[src/hdl/abcc_pkg.sv]
// Package of constants and types for the adaptive backlight and chroma command block.
// Assumes a byte-wide command stream already deserialised by the serial interface.
package abcc_pkg;

   localparam logic [7:0] ABCC_CMD_WRITE_MODE  = 8'h55;
   localparam logic [7:0] ABCC_CMD_READ_MODE   = 8'h56;
   localparam logic [7:0] ABCC_CMD_WRITE_MINBR = 8'h5e;
   localparam logic [7:0] ABCC_CMD_READ_MINBR  = 8'h5f;
   localparam logic [7:0] ABCC_CMD_READ_BWLOW  = 8'h70;

   localparam logic [1:0]  ABCC_MODE_RESET   = 2'h0;
   localparam logic [15:0] ABCC_MINBR_RESET  = 16'h0000;
   localparam logic [7:0]  ABCC_BWLOW_RESET  = 8'h00;
   localparam logic [5:0]  ABCC_MODE_PAD     = 6'h00;

   localparam int ABCC_BKX_POS = 6;
   localparam int ABCC_BKY_POS = 4;
   localparam int ABCC_WX_POS  = 2;
   localparam int ABCC_WY_POS  = 0;

   typedef enum logic [1:0] {
      ABCC_MODE_OFF,
      ABCC_MODE_UI,
      ABCC_MODE_STILL,
      ABCC_MODE_MOVING
   } abcc_mode_t;

   typedef struct packed {
      logic [1:0] black_x;
      logic [1:0] black_y;
      logic [1:0] white_x_coord;
      logic [1:0] white_y_coord;
   } abcc_chroma_low_t;

   typedef struct packed {
      logic [7:0] min_brightness_first;
      logic [7:0] min_brightness_second;
   } abcc_minbr_t;

endpackage

[src/hdl/abcc_sync_reg.sv]
// Holding register for the adaptive mode, updated only on a frame boundary.
// Assumes vsync_pulse is a one-cycle pulse on clk_sys.
`timescale 1ns/1ps
module abcc_sync_reg
   import abcc_pkg::*;
(
   // Clock and reset
   input  wire logic       clk_sys,
   input  wire logic       rst_n,
   // Pending value and frame strobe
   input  wire abcc_mode_t pending_mode,
   input  wire logic       vsync_pulse,
   // Active value
   output abcc_mode_t      active_mode
);

   abcc_mode_t active_q;

   always_ff @(posedge clk_sys or negedge rst_n) begin
      if (!rst_n) begin
         active_q <= abcc_mode_t'(ABCC_MODE_RESET);
      end else if (vsync_pulse) begin
         active_q <= pending_mode;
      end
   end

   assign active_mode = active_q;

endmodule

[src/hdl/abcc_cmd.sv]
// Command interpreter for adaptive backlight settings and black/white low bits.
// Assumes a front end that hands over command and parameter bytes with strobes,
// and that pulls read parameter bytes with a request strobe, all on clk_sys.
`timescale 1ns/1ps
module abcc_cmd
   import abcc_pkg::*;
(
   // Clock and reset
   input  wire logic             clk_sys,
   input  wire logic             rst_n,
   // Command byte stream from the serial interface
   input  wire logic             cmd_valid,
   input  wire logic [7:0]       cmd_byte,
   input  wire logic             param_valid,
   input  wire logic [7:0]       param_byte,
   // Read parameter pull
   input  wire logic             rd_req,
   output logic                  rd_valid,
   output logic [7:0]            rd_data,
   // Frame timing pin and one-time memory contents
   input  wire logic             vsync_pin,
   input  wire logic             otp_programmed,
   input  wire abcc_chroma_low_t otp_chroma_low,
   // Settings towards the backlight logic
   output abcc_mode_t            adaptive_mode,
   output abcc_minbr_t           min_brightness
);

   // ----------------------------------------------------------------------
   // Reset release and pin synchronisers
   // ----------------------------------------------------------------------
   logic       rst_s1_q;
   logic       rst_s2_q;
   logic       rst_l;
   logic [2:0] vs_q;
   logic       vsync_rise;

   // Reset leaves through two stages so every flop on rst_l sees a clean release.
   always_ff @(posedge clk_sys or negedge rst_n) begin
      if (!rst_n) begin
         rst_s1_q <= 1'b0;
         rst_s2_q <= 1'b0;
      end else begin
         rst_s1_q <= 1'b1;
         rst_s2_q <= rst_s1_q;
      end
   end
   assign rst_l = rst_s2_q;

   always_ff @(posedge clk_sys or negedge rst_l) begin
      if (!rst_l) begin
         vs_q <= 3'h0;
      end else begin
         vs_q <= {vs_q[1:0], vsync_pin};
      end
   end
   // Only the second stage feeds logic; the third just remembers it for the edge.
   assign vsync_rise = vs_q[1] & ~vs_q[2];

   // ----------------------------------------------------------------------
   // Command decode
   // ----------------------------------------------------------------------
   typedef enum logic [2:0] {
      ABCC_ST_IDLE,
      ABCC_ST_WMODE,
      ABCC_ST_WMB1,
      ABCC_ST_WMB2,
      ABCC_ST_RD1,
      ABCC_ST_RD2
   } abcc_state_t;

   abcc_state_t state_q;
   abcc_state_t state_d;
   abcc_mode_t  pend_mode_q;
   abcc_minbr_t minbr_q;
   logic [7:0]  first_q;
   logic [7:0]  rd_first_q;
   logic [7:0]  rd_second_q;
   logic [7:0]  rd_data_q;
   logic        rd_valid_q;

   wire is_wmode = cmd_byte == ABCC_CMD_WRITE_MODE;
   wire is_rmode = cmd_byte == ABCC_CMD_READ_MODE;
   wire is_wmb   = cmd_byte == ABCC_CMD_WRITE_MINBR;
   wire is_rmb   = cmd_byte == ABCC_CMD_READ_MINBR;
   wire is_rbw   = cmd_byte == ABCC_CMD_READ_BWLOW;

   // Low bits read as zero until the one-time memory holds a value.
   wire abcc_chroma_low_t chroma_low = otp_programmed ? otp_chroma_low : abcc_chroma_low_t'(ABCC_BWLOW_RESET);

   wire [7:0] mode_byte = {ABCC_MODE_PAD, adaptive_mode};
   wire [7:0] bw_byte   = {chroma_low.black_x, chroma_low.black_y,
                           chroma_low.white_x_coord, chroma_low.white_y_coord};

   // ----------------------------------------------------------------------
   // Write and read strobes
   // ----------------------------------------------------------------------
   // A command byte always wins, so a new command aborts a half-finished write.
   wire       param_take  = param_valid && !cmd_valid;
   wire       take_mode   = param_take && state_q == ABCC_ST_WMODE;
   wire       take_first  = param_take && state_q == ABCC_ST_WMB1;
   wire       take_second = param_take && state_q == ABCC_ST_WMB2;
   wire       rd_take_1   = rd_req && !cmd_valid && state_q == ABCC_ST_RD1;
   wire       rd_take_2   = rd_req && !cmd_valid && state_q == ABCC_ST_RD2;
   wire       rd_take     = rd_take_1 || rd_take_2;
   // Read bytes are frozen when the command is taken, so a later write cannot tear them.
   wire [7:0] snap_single = is_rmode ? mode_byte : bw_byte;
   wire [7:0] snap_second = is_rmb ? minbr_q.min_brightness_second : snap_single;
   wire [7:0] rd_next     = rd_take_1 ? rd_first_q : rd_second_q;

   // No power state enters the decode, so all five command codes are served at all times.
   // Unknown command codes fall back to idle and are otherwise ignored.
   always_comb begin
      state_d = state_q;
      if (cmd_valid) begin
         if (is_wmode) begin
            state_d = ABCC_ST_WMODE;
         end else if (is_wmb) begin
            state_d = ABCC_ST_WMB1;
         end else if (is_rmode || is_rbw) begin
            state_d = ABCC_ST_RD2;
         end else if (is_rmb) begin
            state_d = ABCC_ST_RD1;
         end else begin
            state_d = ABCC_ST_IDLE;
         end
      end else begin
         case (state_q)
            ABCC_ST_WMODE: begin
               if (param_valid) begin
                  state_d = ABCC_ST_IDLE;
               end
            end
            ABCC_ST_WMB1: begin
               if (param_valid) begin
                  state_d = ABCC_ST_WMB2;
               end
            end
            ABCC_ST_WMB2: begin
               if (param_valid) begin
                  state_d = ABCC_ST_IDLE;
               end
            end
            ABCC_ST_RD1: begin
               if (rd_req) begin
                  state_d = ABCC_ST_RD2;
               end
            end
            ABCC_ST_RD2: begin
               if (rd_req) begin
                  state_d = ABCC_ST_IDLE;
               end
            end
            default: begin
               state_d = ABCC_ST_IDLE;
            end
         endcase
      end
   end

   // ----------------------------------------------------------------------
   // Registers
   // ----------------------------------------------------------------------
   always_ff @(posedge clk_sys or negedge rst_l) begin
      if (!rst_l) begin
         state_q     <= ABCC_ST_IDLE;
         pend_mode_q <= abcc_mode_t'(ABCC_MODE_RESET);
         minbr_q     <= abcc_minbr_t'(ABCC_MINBR_RESET);
         first_q     <= 8'h00;
         rd_first_q  <= 8'h00;
         rd_second_q <= 8'h00;
      end else begin
         state_q <= state_d;
         if (take_mode) begin
            pend_mode_q <= abcc_mode_t'(param_byte[1:0]);
         end
         // The first byte waits here, so a cut write leaves the stored pair whole.
         if (take_first) begin
            first_q <= param_byte;
         end
         if (take_second) begin
            minbr_q <= '{min_brightness_first: first_q, min_brightness_second: param_byte};
         end
         if (cmd_valid) begin
            rd_first_q  <= minbr_q.min_brightness_first;
            rd_second_q <= snap_second;
         end
      end
   end

   // ----------------------------------------------------------------------
   // Read answer
   // ----------------------------------------------------------------------
   always_ff @(posedge clk_sys or negedge rst_l) begin
      if (!rst_l) begin
         rd_valid_q <= 1'b0;
         rd_data_q  <= 8'h00;
      end else begin
         rd_valid_q <= rd_take;
         // The last read byte stays on rd_data until the next accepted pull.
         if (rd_take) begin
            rd_data_q <= rd_next;
         end
      end
   end

   // ----------------------------------------------------------------------
   // Outputs and frame-synchronised mode
   // ----------------------------------------------------------------------

   assign rd_valid       = rd_valid_q;
   assign rd_data        = rd_data_q;
   assign min_brightness = minbr_q;

   abcc_sync_reg u_mode (
      .clk_sys      (clk_sys),
      .rst_n        (rst_l),
      .pending_mode (pend_mode_q),
      .vsync_pulse  (vsync_rise),
      .active_mode  (adaptive_mode)
   );

endmodule

[config.mk]
export PLATFORM = sky130hd
export DESIGN_NAME = abcc_cmd
export DESIGN_NICKNAME = d
export VERILOG_FILES = /design/src/hdl/abcc_pkg.sv /design/src/hdl/abcc_sync_reg.sv /design/src/hdl/abcc_cmd.sv
export SDC_FILE = /design/constraint.sdc
export NUM_CORES = 1
export LEC_CHECK = 0
export ABC_AREA = 1
export BUFFER_PORTS_ARGS = -buffer_cell sky130_fd_sc_hd__buf_2
export CAP_MARGIN = 20
export CORE_MARGIN = 3
export CORE_UTILIZATION = 36
export DETAILED_ROUTE_END_ITERATION = 8
export SLEW_MARGIN = 20
export SYNTH_ARGS = -nofsm -noshare
export SYNTH_HDL_FRONTEND = slang
export SYNTH_SLANG_ARGS = --single-unit
[constraint.sdc]
create_clock -name clk_sys -period 2.4 [get_ports clk_sys]
set_input_delay 0.12 -clock clk_sys [delete_from_list [all_inputs] [get_ports clk_sys]]
set_output_delay 0.12 -clock clk_sys [all_outputs]
set_load 0.05 [all_outputs]
==> impl_metrics.yaml <==
outcome:
  status: "complete, no violations"
clock_network:
  cts_root_buf: "clkbuf_8"
  cts_resized: 0
  clk_latency_ns: 0.32
  tritoncts: "yes"
  clk_path_buf_depth: 2
  htreeDepth: 3
  clk_pin_slew_ns: 0.06
  cts.sinks: 61
  numCtsBuffers: 9
  post_cts_buffers: 0
detailed_routing:
  route.met2.wl_um: 2710
  drc: 0
  dr.pass1.iters: 4
  wl_per_cell_um: 12.3
  viasPerCell: 4.43
  postRouteAntennaNets: 0
  top_layer: "met4"
  num_vias: 2102
  drt-met1-wl_um: 2780
  drt_iter0_drc: 83
  dr_wl_met3_um: 297
  wl_um: 5830
timing:
  hold_viol_final: 0
  final.setup_skew_ns: 0.00390
  worst_slew_pin_slew_ns: 0.697
  rsz0062_at_grt: "false"
  timing.fmax_mhz: 642
  slew_headroom: 0.535
  post-route-period-util: 0.649
  drv_slew: 0
  finalSetupTns_ns: 0
  period_needed_ns: 1.56
  setup_viol: 0
synthesis:
  synth_area_sq_um: 2810
  synth.distinct_cells: 28
  ys_top_cells_by_count: "nand2_1 (96), dfrtp_1 (61), inv_1 (34), o21ai_0 (27), nand3_1 (15)"
  synth_top_area_frac: 0.543
  synth_edf_count: 0
  synth_area_per_cell_sq_um: 9.07
  ys_warn_count: 0
  syn_inst: 310
  synth_top_area_cell: "dfrtp_1"
  ys_ff_latch: 61
  async_flop_share: 1.00
  synthMostInstantiatedCell: "nand2_1"
  synthesis.nets: 341
  ys.flop_type: "dfrtp_1"
  synth.area.top_cells: "dfrtp_1 (54%), nand2_1 (13%), o21ai_0 (4.8%)"
  ys_seq_area_frac: 0.543
cells_and_area:
  layout-drive-gt1-share: 0.288
  layout.nets: 402
  n_antenna_cell: 0
  syn2layout_area_growth_pct: 21.4
  utilization: 0.460
power_and_ir_drop:
  p_per_area_nw_per_um2: 1030
  ir_worst_vdd_mv: 0.552
  p_leak_uw: 0.00183
floorplanning:
  core_area_sq_um: 7410
  die_y_um: 94.4
  io_pins: 58
  die-area_sq_um: 8900
  die_x_um: 94.4
  initial_utilization: 0.379
  num_rows: 31
global_routing:
  grt_max_degree: 31
  grt_pass1_wl_um: 9870
  track_usage: 0.144
  grt_pass1_vias: 2055
  antenna_found_initial: 0
  grt_overflow_total: 0
min_path:
  min_path_type: "input pin to flop"
setup_path:
  arrival_ns: 1.76
  endpoint_kind: "flop"
  crit_path_start_kind: "flop"
  timing.critical_path.buf_inv: 1
  critical_path.max_stage_delay_ns: 0.46
  worstPathMaxFanout: 18
  worst_path_most_repeated_cell: "nand2_1"
  required_ns: 2.60
  worstSetupPathType: "flop to flop"
  path_cells: "inv_2 -> nand2_1 -> nor2_2 -> nand2_2 -> nand2_1 -> o21ai_2"
  path_delay_family: "simple AND/OR/NAND/NOR gates"
  cpMaxStageDelayCell: "dfrtp_1"
placement:
  port_buffers: 57
  dp_hpwl_um: 4400
  gp_congestion: 0.732
flow_run:
  cap_violations: 0
## placed cells by master, fill, tap and decap left out, types with 4 or more instances in the layout
cell type   n
nand2_1    96
dfrtp_1    60
buf_2      57
inv_1      34
o21ai_0    27
nand3_1    15
nor2_1     11
clkbuf_8   10
o21ai_2     9
nand4_1     7
o211ai_1    7
mux2_2      6
inv_2       4
mux2_4      4
## metal layers
| metal | vias up | GRT usage |
|---|---|---|
| met3 | 4 | 0.0494 |
| met5 | - | 0 |
| met4 | 0 | 0.0493 |
| li1 | 1117 | - |
| met2 | 39 | 0.219 |
| met1 | 942 | 0.194 |
## state kept, by name, indices dropped and copies added (netlist names)
signal              count
min_brightness         16
first_q                 8
rd_data                 8
rd_first_q              8
rd_second_q             8
state_q                 3
vs_q                    3
pend_mode_q             2
u_mode.active_mode      2
rd_valid                1
rst_l                   1
rst_s1_q                1
## timing repair
item | in CTS | in global routing
endpoints found under the hold margin | 3 | 0
endpoints found under the setup margin | 0 | 0
hold buffers | 2 | 0
## path summary, 6_finish.rpt
path / startpoint / to / slack, ns / cells after the start
max in group asynchronous: rst_l / first_q[7] / 1.48 / 1
min in group asynchronous: rst_n / rst_l / 0.10 / 2
max reg2reg: state_q[0] / first_q[4] / 0.84 / 6
min: param_byte[3] / first_q[3] / 0.05 / 3
min reg2reg: rst_l / first_q[3] / 0.32 / 0
max: state_q[0] / first_q[4] / 0.84 / 6
## worst register-to-register path: stages, from the launching register on
cell,delay (ns)
dfrtp_1,0.46
inv_2,0.27
nand2_1,0.11
nor2_2,0.13
nand2_2,0.25
nand2_1,0.16
o21ai_2,0.06
## logic make-up after synthesis
logic type             Yosys count  synth area share
muxes                           10            0.0454
other                            1           0.00133
and+or+nand+nor                142             0.226
AOI/OAI and AO/OA               47             0.108
DFF                             61             0.543
buffers and inverters           49            0.0761
## power by group
part | internal, uW | switching [uW] | leakage [uW]
combinational | 304 | 764 | 0.000952
clock | 606 | 371 | 0.000105
sequential | 1290 | 183 | 0.000768
total | 2200 | 1320 | 0.00183
## through the flow
step / cells / worst slack [ns] / instance area (sq um) / hold WS, ns / power, uW
after global placement: 457 / 0.851 / 3180 / -0.0950 / 2550
after detailed placement: 457 / 0.839 / 3180 / -0.0933 / 2570
final: 474 / 0.843 / 3410 / 0.0539 / 3510
after CTS: 474 / 0.825 / 3410 / 0.0407 / 3560
after global routing: 474 / 0.668 / 3410 / 0.0442 / 3720
after floorplan: 310 / 0.576 / 2810 / -0.176 / 2280
## final cells by class
class / count / area, sq um
Sequential cell: 61 / 1530
Clock buffer: 11 / 141
Tap cell: 99 / 124
Inverter: 38 / 143
Timing Repair Buffer: 61 / 333
Fill cell: 741 / 4000
Clock inverter: 4 / 72.6
Multi-Input combinational cell: 200 / 1070
No activity file was read; power rests on OpenSTA's default activity.
